$ cat src/cvf_pkg.sv
// constants, field layout and types of the cell voltage fault block
// assumes a 25 MHz clock and an apb master with 32-bit data
// ****************************************************************
// Overview of operation
// with the charger-signal bit set the thermistor line is pulled low during an overvolt fault.
// the overvolt hysteresis code maps 000..111 to 300,250,200,150,100,50,25,0 mV.
// the overvolt delay code maps 000..111 to 0.50 s..2.25 s in 0.25 s steps.
// with hysteresis inhibit set the undervolt recovery level equals the trip level.
// the undervolt trip code maps 0000..1111 to 1.4 V..2.9 V in 0.1 V steps.
// in recovery mode 0 the fault ends when all cells exceed the recovery level, charger enables charging.
// in recovery mode 1 the fault ends only when all cells recover and the load is removed.
// with shutdown enabled a cell below recovery level for over 8 s in undervolt fault forces shutdown.
// the undervolt hysteresis code maps 00..11 to 0.4, 0.8, 1.2 and 1.6 V.
// the undervolt recovery level is trip plus hysteresis, capped at 3.5 V.
// the undervolt delay code maps 000..110 to 0.5..32 s doubling, and 111 means no delay.
// the overvolt trip code maps 0x00..0x3f to 2.800 V..4.375 V in 25 mV steps.
// an overvolt fault needs a cell above trip for the full delay and clears when all are below recovery.
// an undervolt fault needs a cell below trip for the full delay, and the timer restarts when it clears.
// ****************************************************************
package cvf_pkg;
  localparam int CLK_HZ = 25_000_000;
  localparam int TICK_MS = 250;
  localparam int TICK_CYCLES = CLK_HZ / 1000 * TICK_MS;
  localparam int NCELL = 8;
  localparam int TICK_W = 23;
  localparam int LIM_W = 8;

  // register indices; the bus address is four times the index
  localparam logic [7:0] IDX_OV_CONF1 = 8'h02;
  localparam logic [7:0] IDX_OV_CONF2 = 8'h03;
  localparam logic [7:0] IDX_UV_CONF1 = 8'h04;
  localparam logic [7:0] IDX_UV_CONF2 = 8'h05;
  localparam logic [7:0] IDX_STATUS = 8'h10;
  localparam logic [7:0] IDX_MASK = 8'h11;
  localparam logic [7:0] IDX_STATE = 8'h12;
  localparam logic [9:0] ADDR_OV_CONF1 = {IDX_OV_CONF1, 2'b00};
  localparam logic [9:0] ADDR_OV_CONF2 = {IDX_OV_CONF2, 2'b00};
  localparam logic [9:0] ADDR_UV_CONF1 = {IDX_UV_CONF1, 2'b00};
  localparam logic [9:0] ADDR_UV_CONF2 = {IDX_UV_CONF2, 2'b00};
  localparam logic [9:0] ADDR_STATUS = {IDX_STATUS, 2'b00};
  localparam logic [9:0] ADDR_MASK = {IDX_MASK, 2'b00};
  localparam logic [9:0] ADDR_STATE = {IDX_STATE, 2'b00};

  // writable bits of each config register, reserved bits read zero
  localparam logic [7:0] OV1_WMASK = 8'h3f;
  localparam logic [7:0] OV2_WMASK = 8'hf7;
  localparam logic [7:0] UV1_WMASK = 8'h8f;
  localparam logic [7:0] UV2_WMASK = 8'hf7;
  localparam logic [7:0] OV1_RESET = 8'h00;
  localparam logic [7:0] OV2_RESET = 8'h00;
  localparam logic [7:0] UV1_RESET = 8'h00;
  localparam logic [7:0] UV2_RESET = 8'h00;

  localparam int OV2_CHG_SIG_BIT = 7;
  localparam int OV2_HYST_LSB = 4;
  localparam int OV2_DLY_LSB = 0;
  localparam int UV1_INH_BIT = 7;
  localparam int UV1_TRIP_LSB = 0;
  localparam int UV2_REC_BIT = 7;
  localparam int UV2_SHDN_BIT = 6;
  localparam int UV2_HYST_LSB = 4;
  localparam int UV2_DLY_LSB = 0;

  // levels in millivolts
  localparam logic [12:0] OV_TRIP_BASE_MV = 13'd2800;
  localparam logic [12:0] OV_TRIP_STEP_MV = 13'd25;
  localparam logic [11:0] UV_TRIP_BASE_MV = 12'd1400;
  localparam logic [11:0] UV_TRIP_STEP_MV = 12'd100;
  localparam logic [11:0] UV_HYST_STEP_MV = 12'd400;
  localparam logic [11:0] UV_RCV_MAX_MV = 12'd3500;

  // delays in milliseconds, converted to 250 ms ticks
  localparam int OV_DLY_BASE_MS = 500;
  localparam int OV_DLY_STEP_MS = 250;
  localparam int UV_DLY_BASE_MS = 500;
  localparam int SHDN_MS = 8000;
  localparam logic [LIM_W-1:0] OV_DLY_BASE_TICKS = LIM_W'(OV_DLY_BASE_MS / TICK_MS);
  localparam logic [LIM_W-1:0] OV_DLY_STEP_TICKS = LIM_W'(OV_DLY_STEP_MS / TICK_MS);
  localparam logic [LIM_W-1:0] UV_DLY_BASE_TICKS = LIM_W'(UV_DLY_BASE_MS / TICK_MS);
  localparam logic [LIM_W-1:0] SHDN_LIMIT_TICKS = LIM_W'(SHDN_MS / TICK_MS + 1);
  localparam logic [2:0] UV_DLY_OFF = 3'h7;

  // sticky event bits of the status and mask registers
  localparam int ST_OV_ON = 0;
  localparam int ST_OV_OFF = 1;
  localparam int ST_UV_ON = 2;
  localparam int ST_UV_OFF = 3;
  localparam int ST_SHDN = 4;
  localparam int ST_W = 5;

  typedef enum logic [1:0] {UV_NORMAL, UV_FAULT, UV_SHUTDOWN} cvf_uv_state_t;

  function automatic logic [12:0] cvf_ov_hyst_mv(input logic [2:0] code);
    case (code)
      3'h0: return 13'd300;
      3'h1: return 13'd250;
      3'h2: return 13'd200;
      3'h3: return 13'd150;
      3'h4: return 13'd100;
      3'h5: return 13'd50;
      3'h6: return 13'd25;
      default: return 13'd0;
    endcase
  endfunction : cvf_ov_hyst_mv
endpackage : cvf_pkg

$ cat src/cvf_top.sv
// cell overvolt / undervolt fault logic with apb registers and interrupt
// assumes external per-cell comparators against the levels driven out here
//
// Our own choice: register access over APB.
module cvf_top import cvf_pkg::*; #(
  parameter int P_TICK_CYCLES = TICK_CYCLES
) (
  input wire logic i_clk,
  input wire logic i_resetn,
  input wire logic i_psel,
  input wire logic i_penable,
  input wire logic i_pwrite,
  input wire logic [9:0] i_paddr,
  input wire logic [31:0] i_pwdata,
  output logic [31:0] o_prdata,
  output logic o_pready,
  output logic o_pslverr,
  input wire logic [NCELL-1:0] i_cell_above_ov_trip,
  input wire logic [NCELL-1:0] i_cell_below_ov_recover,
  input wire logic [NCELL-1:0] i_cell_below_uv_trip,
  input wire logic [NCELL-1:0] i_cell_above_uv_recover,
  input wire logic i_charger_detect,
  input wire logic i_load_removed,
  input wire logic i_thermistor_line,
  output logic o_thermistor_line_out,
  output logic o_thermistor_line_oe_n,
  output logic [12:0] o_ov_trip_mv,
  output logic [12:0] o_ov_recover_mv,
  output logic [11:0] o_uv_trip_mv,
  output logic [11:0] o_uv_recover_mv,
  output logic o_ov_fault,
  output logic o_uv_fault,
  output logic o_charge_switch_en,
  output logic o_shutdown_req,
  output logic o_irq
);
  localparam int SYNC_W = 4 * NCELL + 3;
  localparam logic [TICK_W-1:0] TICK_LAST = TICK_W'(P_TICK_CYCLES - 1);

  typedef struct packed {
    logic [SYNC_W-1:0] s1;
    logic [SYNC_W-1:0] s2;
    logic [TICK_W-1:0] tick_cnt;
    logic tick;
    logic [7:0] ov1;
    logic [7:0] ov2;
    logic [7:0] uv1;
    logic [7:0] uv2;
    logic ov_fault;
    cvf_uv_state_t uv_state;
    logic [ST_W-1:0] stat;
    logic [ST_W-1:0] mask;
    logic [31:0] prdata;
    logic [12:0] ov_trip;
    logic [12:0] ov_rec;
    logic [11:0] uv_trip;
    logic [11:0] undervolt_recovery_mode;
    logic chg_sw;
    logic therm_oe_n;
    logic irq;
  } cvf_state_t;

  cvf_state_t r;
  cvf_state_t n;

  logic [NCELL-1:0] ov_above;
  logic [NCELL-1:0] ov_below;
  logic [NCELL-1:0] uv_below;
  logic [NCELL-1:0] uv_above;
  logic chg_det;
  logic load_off;
  logic therm_level;
  logic ov_run;
  logic uv_run;
  logic shdn_run;
  logic ov_done;
  logic uv_done;
  logic shdn_done;
  logic [LIM_W-1:0] ov_lim;
  logic [LIM_W-1:0] uv_lim;
  logic [2:0] uv_dly;
  logic map_hit;
  logic acc;

  assign {therm_level, load_off, chg_det, uv_above, uv_below, ov_below, ov_above} = r.s2;

  // ****************************************************************
  // delay timers
  // ****************************************************************
  // delay in ticks
  assign ov_lim = OV_DLY_BASE_TICKS + LIM_W'(OV_DLY_STEP_TICKS * r.ov2[OV2_DLY_LSB +: 3]);
  assign uv_dly = r.uv2[UV2_DLY_LSB +: 3];
  // doubling delay, off means immediate
  assign uv_lim = (uv_dly == UV_DLY_OFF) ? '0 : LIM_W'(UV_DLY_BASE_TICKS << uv_dly);
  // run while any cell high
  assign ov_run = !r.ov_fault && (|ov_above);
  // restart when condition goes
  assign uv_run = (r.uv_state == UV_NORMAL) && (|uv_below);
  // any cell still under recovery
  assign shdn_run = (r.uv_state == UV_FAULT) && r.uv2[UV2_SHDN_BIT] && !(&uv_above);

  cvf_timer u_ov_tmr (
    .i_clk(i_clk), .i_resetn(i_resetn), .i_run(ov_run), .i_tick(r.tick),
    .i_limit(ov_lim), .o_done(ov_done)
  );
  cvf_timer u_uv_tmr (
    .i_clk(i_clk), .i_resetn(i_resetn), .i_run(uv_run), .i_tick(r.tick),
    .i_limit(uv_lim), .o_done(uv_done)
  );
  cvf_timer u_shdn_tmr (
    .i_clk(i_clk), .i_resetn(i_resetn), .i_run(shdn_run), .i_tick(r.tick),
    .i_limit(SHDN_LIMIT_TICKS), .o_done(shdn_done)
  );

  // ****************************************************************
  // bus decode
  // ****************************************************************
  always_comb begin
    case (i_paddr)
      ADDR_OV_CONF1, ADDR_OV_CONF2, ADDR_UV_CONF1, ADDR_UV_CONF2,
      ADDR_STATUS, ADDR_MASK, ADDR_STATE: map_hit = 1'b1;
      default: map_hit = 1'b0;
    endcase
  end
  assign acc = i_psel && i_penable;

  // ****************************************************************
  // next state
  // ****************************************************************
  always_comb begin
    logic [ST_W-1:0] ev;
    logic [12:0] uv_sum;
    ev = '0;
    uv_sum = '0;
    n = r;
    n.s1 = {i_thermistor_line, i_load_removed, i_charger_detect, i_cell_above_uv_recover,
            i_cell_below_uv_trip, i_cell_below_ov_recover, i_cell_above_ov_trip};
    n.s2 = r.s1;
    if (r.tick_cnt == TICK_LAST) begin
      n.tick_cnt = '0;
      n.tick = 1'b1;
    end else begin
      n.tick_cnt = r.tick_cnt + 1'b1;
      n.tick = 1'b0;
    end
    // overvolt trip level
    n.ov_trip = OV_TRIP_BASE_MV + 13'(OV_TRIP_STEP_MV * r.ov1[5:0]);
    // overvolt hysteresis
    n.ov_rec = n.ov_trip - cvf_ov_hyst_mv(r.ov2[OV2_HYST_LSB +: 3]);
    // undervolt trip level
    n.uv_trip = UV_TRIP_BASE_MV + 12'(UV_TRIP_STEP_MV * r.uv1[UV1_TRIP_LSB +: 4]);
    // undervolt hysteresis
    uv_sum = {1'b0, n.uv_trip} +
             13'(UV_HYST_STEP_MV * ({1'b0, r.uv2[UV2_HYST_LSB +: 2]} + 3'd1));
    // recovery cap, sum one bit wider so high trip plus hysteresis cannot wrap
    n.undervolt_recovery_mode = (uv_sum > {1'b0, UV_RCV_MAX_MV}) ? UV_RCV_MAX_MV : uv_sum[11:0];
    // inhibit hysteresis
    if (r.uv1[UV1_INH_BIT]) begin
      n.undervolt_recovery_mode = n.uv_trip;
    end
    // overvolt entry and exit
    if (!r.ov_fault && ov_done) begin
      n.ov_fault = 1'b1;
      ev[ST_OV_ON] = 1'b1;
    end else if (r.ov_fault && (&ov_below)) begin
      n.ov_fault = 1'b0;
      ev[ST_OV_OFF] = 1'b1;
    end
    case (r.uv_state)
      UV_NORMAL: begin
        // fault after full delay
        if (uv_done) begin
          n.uv_state = UV_FAULT;
          ev[ST_UV_ON] = 1'b1;
        end
      end
      UV_FAULT: begin
        // recovery conditions
        if ((&uv_above) && (!r.uv2[UV2_REC_BIT] || load_off)) begin
          n.uv_state = UV_NORMAL;
          ev[ST_UV_OFF] = 1'b1;
        // timed shutdown
        end else if (shdn_done) begin
          n.uv_state = UV_SHUTDOWN;
          ev[ST_SHDN] = 1'b1;
        end
      end
      UV_SHUTDOWN: begin
        n.uv_state = UV_SHUTDOWN;
      end
      default: begin
        n.uv_state = UV_NORMAL;
      end
    endcase
    // charger re-enables charging in recovery mode 0
    n.chg_sw = !n.ov_fault && ((n.uv_state == UV_NORMAL) ||
               ((n.uv_state == UV_FAULT) && !r.uv2[UV2_REC_BIT] && chg_det));
    // pull thermistor line during overvolt
    n.therm_oe_n = !(n.ov_fault && r.ov2[OV2_CHG_SIG_BIT]);
    // status read clears only the bits it returned, so a later event is kept; new events win
    n.stat = r.stat | ev;
    if (acc && !i_pwrite && (i_paddr == ADDR_STATUS)) begin
      n.stat = (r.stat & ~r.prdata[ST_W-1:0]) | ev;
    end
    if (acc && i_pwrite) begin
      case (i_paddr)
        ADDR_OV_CONF1: n.ov1 = i_pwdata[7:0] & OV1_WMASK;
        ADDR_OV_CONF2: n.ov2 = i_pwdata[7:0] & OV2_WMASK;
        ADDR_UV_CONF1: n.uv1 = i_pwdata[7:0] & UV1_WMASK;
        ADDR_UV_CONF2: n.uv2 = i_pwdata[7:0] & UV2_WMASK;
        ADDR_MASK: n.mask = i_pwdata[ST_W-1:0];
        default: n.mask = r.mask;
      endcase
    end
    // read data is prepared in the setup phase
    if (i_psel && !i_penable) begin
      case (i_paddr)
        ADDR_OV_CONF1: n.prdata = {24'h0, r.ov1};
        ADDR_OV_CONF2: n.prdata = {24'h0, r.ov2};
        ADDR_UV_CONF1: n.prdata = {24'h0, r.uv1};
        ADDR_UV_CONF2: n.prdata = {24'h0, r.uv2};
        ADDR_STATUS: n.prdata = {27'h0, r.stat};
        ADDR_MASK: n.prdata = {27'h0, r.mask};
        ADDR_STATE: n.prdata = {27'h0, therm_level, r.chg_sw, r.uv_state == UV_SHUTDOWN,
                                r.uv_state != UV_NORMAL, r.ov_fault};
        default: n.prdata = 32'h0;
      endcase
    end
    n.irq = |(n.stat & r.mask);
  end

  always_ff @(posedge i_clk or negedge i_resetn) begin
    if (!i_resetn) begin
      r <= '0;
      r.ov1 <= OV1_RESET;
      r.ov2 <= OV2_RESET;
      r.uv1 <= UV1_RESET;
      r.uv2 <= UV2_RESET;
      r.uv_state <= UV_NORMAL;
      r.chg_sw <= 1'b1;
      r.therm_oe_n <= 1'b1;
    end else begin
      r <= n;
    end
  end

  // ****************************************************************
  // outputs
  // ****************************************************************
  assign o_pready = 1'b1;
  assign o_pslverr = acc && !map_hit;
  assign o_prdata = r.prdata;
  assign o_thermistor_line_out = 1'b0;
  assign o_thermistor_line_oe_n = r.therm_oe_n;
  assign o_ov_trip_mv = r.ov_trip;
  assign o_ov_recover_mv = r.ov_rec;
  assign o_uv_trip_mv = r.uv_trip;
  assign o_uv_recover_mv = r.undervolt_recovery_mode;
  assign o_ov_fault = r.ov_fault;
  assign o_uv_fault = r.uv_state != UV_NORMAL;
  assign o_charge_switch_en = r.chg_sw;
  assign o_shutdown_req = r.uv_state == UV_SHUTDOWN;
  assign o_irq = r.irq;
endmodule : cvf_top

$ cat src/cvf_timer.sv
// tick counter that reports when a condition has lasted a given number of ticks
// assumes a one-cycle tick pulse from the same clock domain
module cvf_timer import cvf_pkg::*; (
  input wire logic i_clk,
  input wire logic i_resetn,
  input wire logic i_run,
  input wire logic i_tick,
  input wire logic [LIM_W-1:0] i_limit,
  output logic o_done
);
  typedef struct packed {
    logic [LIM_W-1:0] cnt;
  } cvf_tmr_t;

  cvf_tmr_t r;
  cvf_tmr_t n;

  // count saturates; dropping run restarts from zero
  always_comb begin
    n = r;
    if (!i_run) begin
      n.cnt = '0;
    end else if (i_tick && (r.cnt != '1)) begin
      n.cnt = r.cnt + 1'b1;
    end
  end

  always_ff @(posedge i_clk or negedge i_resetn) begin
    if (!i_resetn) begin
      r <= '0;
    end else begin
      r <= n;
    end
  end

  assign o_done = i_run && (r.cnt >= i_limit);
endmodule : cvf_timer

$ cat config.mk
export PLATFORM = sky130hd
export DESIGN_NAME = cvf_top
export DESIGN_NICKNAME = d
export VERILOG_FILES = /design/src/cvf_pkg.sv /design/src/cvf_top.sv /design/src/cvf_timer.sv
export SDC_FILE = /design/constraint.sdc
export NUM_CORES = 1
export LEC_CHECK = 0
export BUFFER_PORTS_ARGS = -buffer_cell sky130_fd_sc_hd__buf_2
export CORE_MARGIN = 3
export CORE_UTILIZATION = 35
export DETAILED_ROUTE_END_ITERATION = 16
export PLACE_DENSITY_LB_ADDON = 0.2
export SETUP_SLACK_MARGIN = 0.4
export SYNTH_ARGS = -nofsm -noshare
export SYNTH_HDL_FRONTEND = slang
export SYNTH_SLANG_ARGS = --single-unit
$ cat constraint.sdc
create_clock -name i_clk -period 4.74 [get_ports i_clk]
set_input_delay 0.948 -clock i_clk [delete_from_list [all_inputs] [get_ports i_clk]]
set_output_delay 0.948 -clock i_clk [all_outputs]
set_load 0.01 [all_outputs]
==> summary.txt <==
Route
  • Routed wire length per instance: between 15 and 20 µm
  • Routed vias: around 6700
  • Vias per cell: roughly 4.7
  • Drt first pass iters: 5
  • DR DRC count: 0
  • Post-Route WL: ~22000 µm
  • Final ANT Viol Nets: 0
  • DR iter-0 viols: roughly 330

Logic synthesis
  • Post-synthesis adder-cell area fraction: 9.87%
  • Async SR Flop Fraction: between 90% and 100%
  • Post-synthesis xor/xnor area fraction: between 5 and 6%
  • Mapped Cells: approximately 950
  • Post-synthesis cell type count: between 60 and 70
  • Synth area leader: dfrtp_1
  • Mapped Area: slightly above 10000 µm²
  • Post-synth top area share: 50.8%
  • Simple-gate share of the synthesized area: between 10% and 20%
  • Synth area leaders: dfrtp_1, ha_1, buf_4
  • Sequential area share after synthesis: between 50% and 60%
  • Synth Register Bits: approximately 210
  • Largest family of logic cells by synthesized area: simple AND/OR/NAND/NOR gates
  • Synth warn: 0
  • Post-synthesis mux area share: ~3.2%
  • Synth Area in Compound Gates: between 8 and 9%
  • Mean area per synthesized cell: about 11 µm²
  • Top FF cell, synth: dfrtp_1
  • Number of synthesized flops with an enable pin: 0

Critical path
  • CP Data Required Time: just over 5 ns
  • Largest fanout on the critical path: 9
  • Critical path class: reg -> reg
  • CP endpoint kind: flop
  • Crit path DAT: 4.49 ns
  • Reg2reg path depth: 16
  • Worst setup SP type: flop

Final layout
  • Fin nets: about 1200
  • Ant diodes: 0
  • Area Growth Syn to Fin: 14.5%
  • Layout cells sized above 1: 21.5%

Placed design
  • HPWL after detailed placement: approximately 16000 µm
  • GP Congestion: 0.863
  • Port Buffers: ~120

CTS
  • TritonCTS Buffers: 25
  • Post-CTS Setup Inserts: 0
  • CTS tree: yes
  • Clock Tree Root: clkbuf_16
  • CTS sink cnt: around 210
  • Clk Latency, worst-skew pair: around 0.54 ns
  • Clock slew at reported path FFs: roughly 0.06 ns
  • H-tree levels: 1
  • Cts hold-fix bufs: 0
  • Clk buf depth: 3

STA
  • Hold Violations, Final: 0
  • Post-route minimum period: 4.09 ns
  • Final setup viols: 0
  • Total negative slack: 0 ns
  • Relative slew slack: 31.7%
  • Fin crit share: 86.3%
  • Worst Tran Pin Value: 1.02 ns
  • Setup Skew: between 0.008 and 0.009 ns
  • Max Clk Rate: roughly 240 MHz
  • Final Hold Slack: 0.347 ns
  • RSZ-0062 raised after global routing: no
  • Fin. max-slew vios: 0

Floorplan
  • I/O pins: 173
  • Area of the core: 29000 µm²
  • Full die area: 31800 µm²
  • Rows: 62
  • Die Y: about 180 µm
  • Chip Width: ~180 µm
  • Initial core utilization: approximately 36%

Global route
  • Vias in the first global route: between 6000 and 7000
  • Grt met3 use: 2.87%
  • Largest net degree at the start of global routing: 120
  • Tot GR Track Use: between 10% and 20%
  • First-pass GRT wire length: approximately 35000 µm
  • Met1 Resource Use GR: roughly a fifth
  • Initial antenna violation count: 0
  • Gr busiest metal: met2
  • Total grt overflow: 0
  • Grt met2 use: roughly a fifth

Min path
  • Worst hold path depth: 0
  • Hold Path Class: reg -> reg

Power and ir drop
  • Clock power share: 50.2%
  • Pwr per Cell Area: 360 nW/µm²
  • Static leakage: 5.78 nW
  • Total net switching power: between 0.9 and 1 mW
  • Gate power share: under 10%
  • Int Pwr: approximately 3.3 mW
  • Peak VDD IR: roughly 0.00022 V
  • Seq pwr share: roughly 44%
  • Net Sw Frac: between 20% and 30%

Outcome
  • Outcome: finished clean

Run
  • Number of max-cap violations: 0
power by group through the flow:
stage | sequential (mW) | clock, mW | combinational [mW]
after global routing | 1.91 | 2.28 | 0.271
final | 1.90 | 2.15 | 0.237
after CTS | 1.90 | 2.21 | 0.242
after detailed placement | 1.93 | 0 | 0.241
after global placement | 1.93 | 0 | 0.242
after floorplan | 1.93 | 0 | 0.155
cell type report:
type	count	area, µm²
fill	2857	17100
multi-input combinational	610	4290
clock inverter	15	264
tap	384	480
timing repair buffer	126	661
sequential	213	5330
inverter	55	206
clock buffer	30	674
per-stage QoR:
step	total power, mW	cell area, µm²	worst slack (ns)	utilization [%]	std cells
final	4.29	11900	0.647	41.1	1433
after global routing	4.46	11900	0.441	41.1	1433
after CTS	4.35	11900	0.469	41.0	1433
after detailed placement	2.17	10900	0.493	37.7	1388
after global placement	2.17	10900	0.499	37.7	1388
after floorplan	2.08	10500	0.762	-	980
cell usage after synthesis (12+ instances only):
| cell type | number |
|---|---|
| o21ai_0 | 35 |
| nand3_1 | 19 |
| xnor2_1 | 31 |
| a21oi_1 | 28 |
| xor2_1 | 35 |
| nor3_1 | 19 |
| inv_1 | 54 |
| nand2_1 | 62 |
| nor2_1 | 93 |
| a21o_1 | 14 |
| clkbuf_1 | 15 |
| ha_1 | 74 |
| buf_4 | 84 |
| and3_1 | 12 |
| mux2_2 | 28 |
| dfrtp_1 | 211 |
critical path, cell delays in order, from the launching register on:
cell	delay, ns
dfrtp_2	0.48
ha_1	0.30
inv_1	0.04
ha_1	0.22
fa_1	0.43
xor2_2	0.22
a21oi_2	0.19
xnor2_2	0.12
ha_2	0.42
nand3_1	0.11
or2_2	0.29
a32oi_1	0.24
o21a_1	0.23
a41oi_1	0.13
o41ai_1	0.28
buf_4	0.19
o21ai_0	0.07
flip-flops by register name, indices dropped and copies added (netlist names), 8 cells and up:
signal,count
u_shdn_tmr.r,8
u_uv_tmr.r,8
u_ov_tmr.r,8
o_ov_recover_mv,13
o_uv_recover_mv,10
o_ov_trip_mv,13
n,35
r,78
ov_above,8
ov_below,8
o_uv_trip_mv,10
o_prdata,8
final timing paths:
check	slack, ns	end	start
min reg2reg	0.35	ov_below[7]	n[169]
max reg2reg	0.65	o_uv_recover_mv[3]	r[106]
max	0.65	o_uv_recover_mv[3]	r[106]
max in group asynchronous	3.21	n[188]	i_resetn
min in group asynchronous	0.42	o_uv_trip_mv[6]	i_resetn
min	0.35	ov_below[7]	n[169]
logic make-up (layout without fill, tap and decap cells):
| kind of cell | after synthesis | in the layout |
|---|---|---|
| xor gates and xnor gates | 66 | 66 |
| other | 2 | 30 |
| muxes | 30 | 30 |
| DFF | 213 | 213 |
| buffers and inverters | 157 | 226 |
| AOI/OAI and AO/OA | 135 | 135 |
| adders and majority gates | 79 | 79 |
| and+or+nand+nor | 270 | 270 |
layer usage:
layer | part of all wire [%] | up-vias | routed length [µm]
met5 | 0 | - | 0
met4 | 3.2 | 0 | 689
met3 | 5.8 | 38 | 1260
met2 | 44 | 161 | 9590
met1 | 47 | 3194 | 10200
li1 | - | 3291 | -
cells in the final DEF (no fill, tap or decap), drive strengths merged, types with 9 or more instances in the layout:
| cell | Yosys | routed |
|---|---|---|
| dfrtp | 211 | 211 |
| buf | 87 | 126 |
| nor2 | 93 | 93 |
| ha | 74 | 74 |
| nand2 | 62 | 62 |
| inv | 54 | 58 |
| o21ai | 36 | 36 |
| xor2 | 35 | 35 |
| xnor2 | 31 | 31 |
| conb | 2 | 30 |
| clkbuf | 15 | 30 |
| mux2 | 28 | 28 |
| a21oi | 28 | 28 |
| nor3 | 20 | 20 |
| nand3 | 19 | 19 |
| a21o | 14 | 14 |
| and3 | 12 | 12 |
| nand4 | 11 | 11 |
| or2 | 9 | 9 |
| nor4 | 9 | 9 |
repair_timing:
action / 4_1_cts / 5_1_grt
gates resized for setup: 0 / 6
endpoints found under the setup margin: 0 / 4
hold endpoints to repair: 0 / 0
No activity file was read; power rests on OpenSTA's default activity.
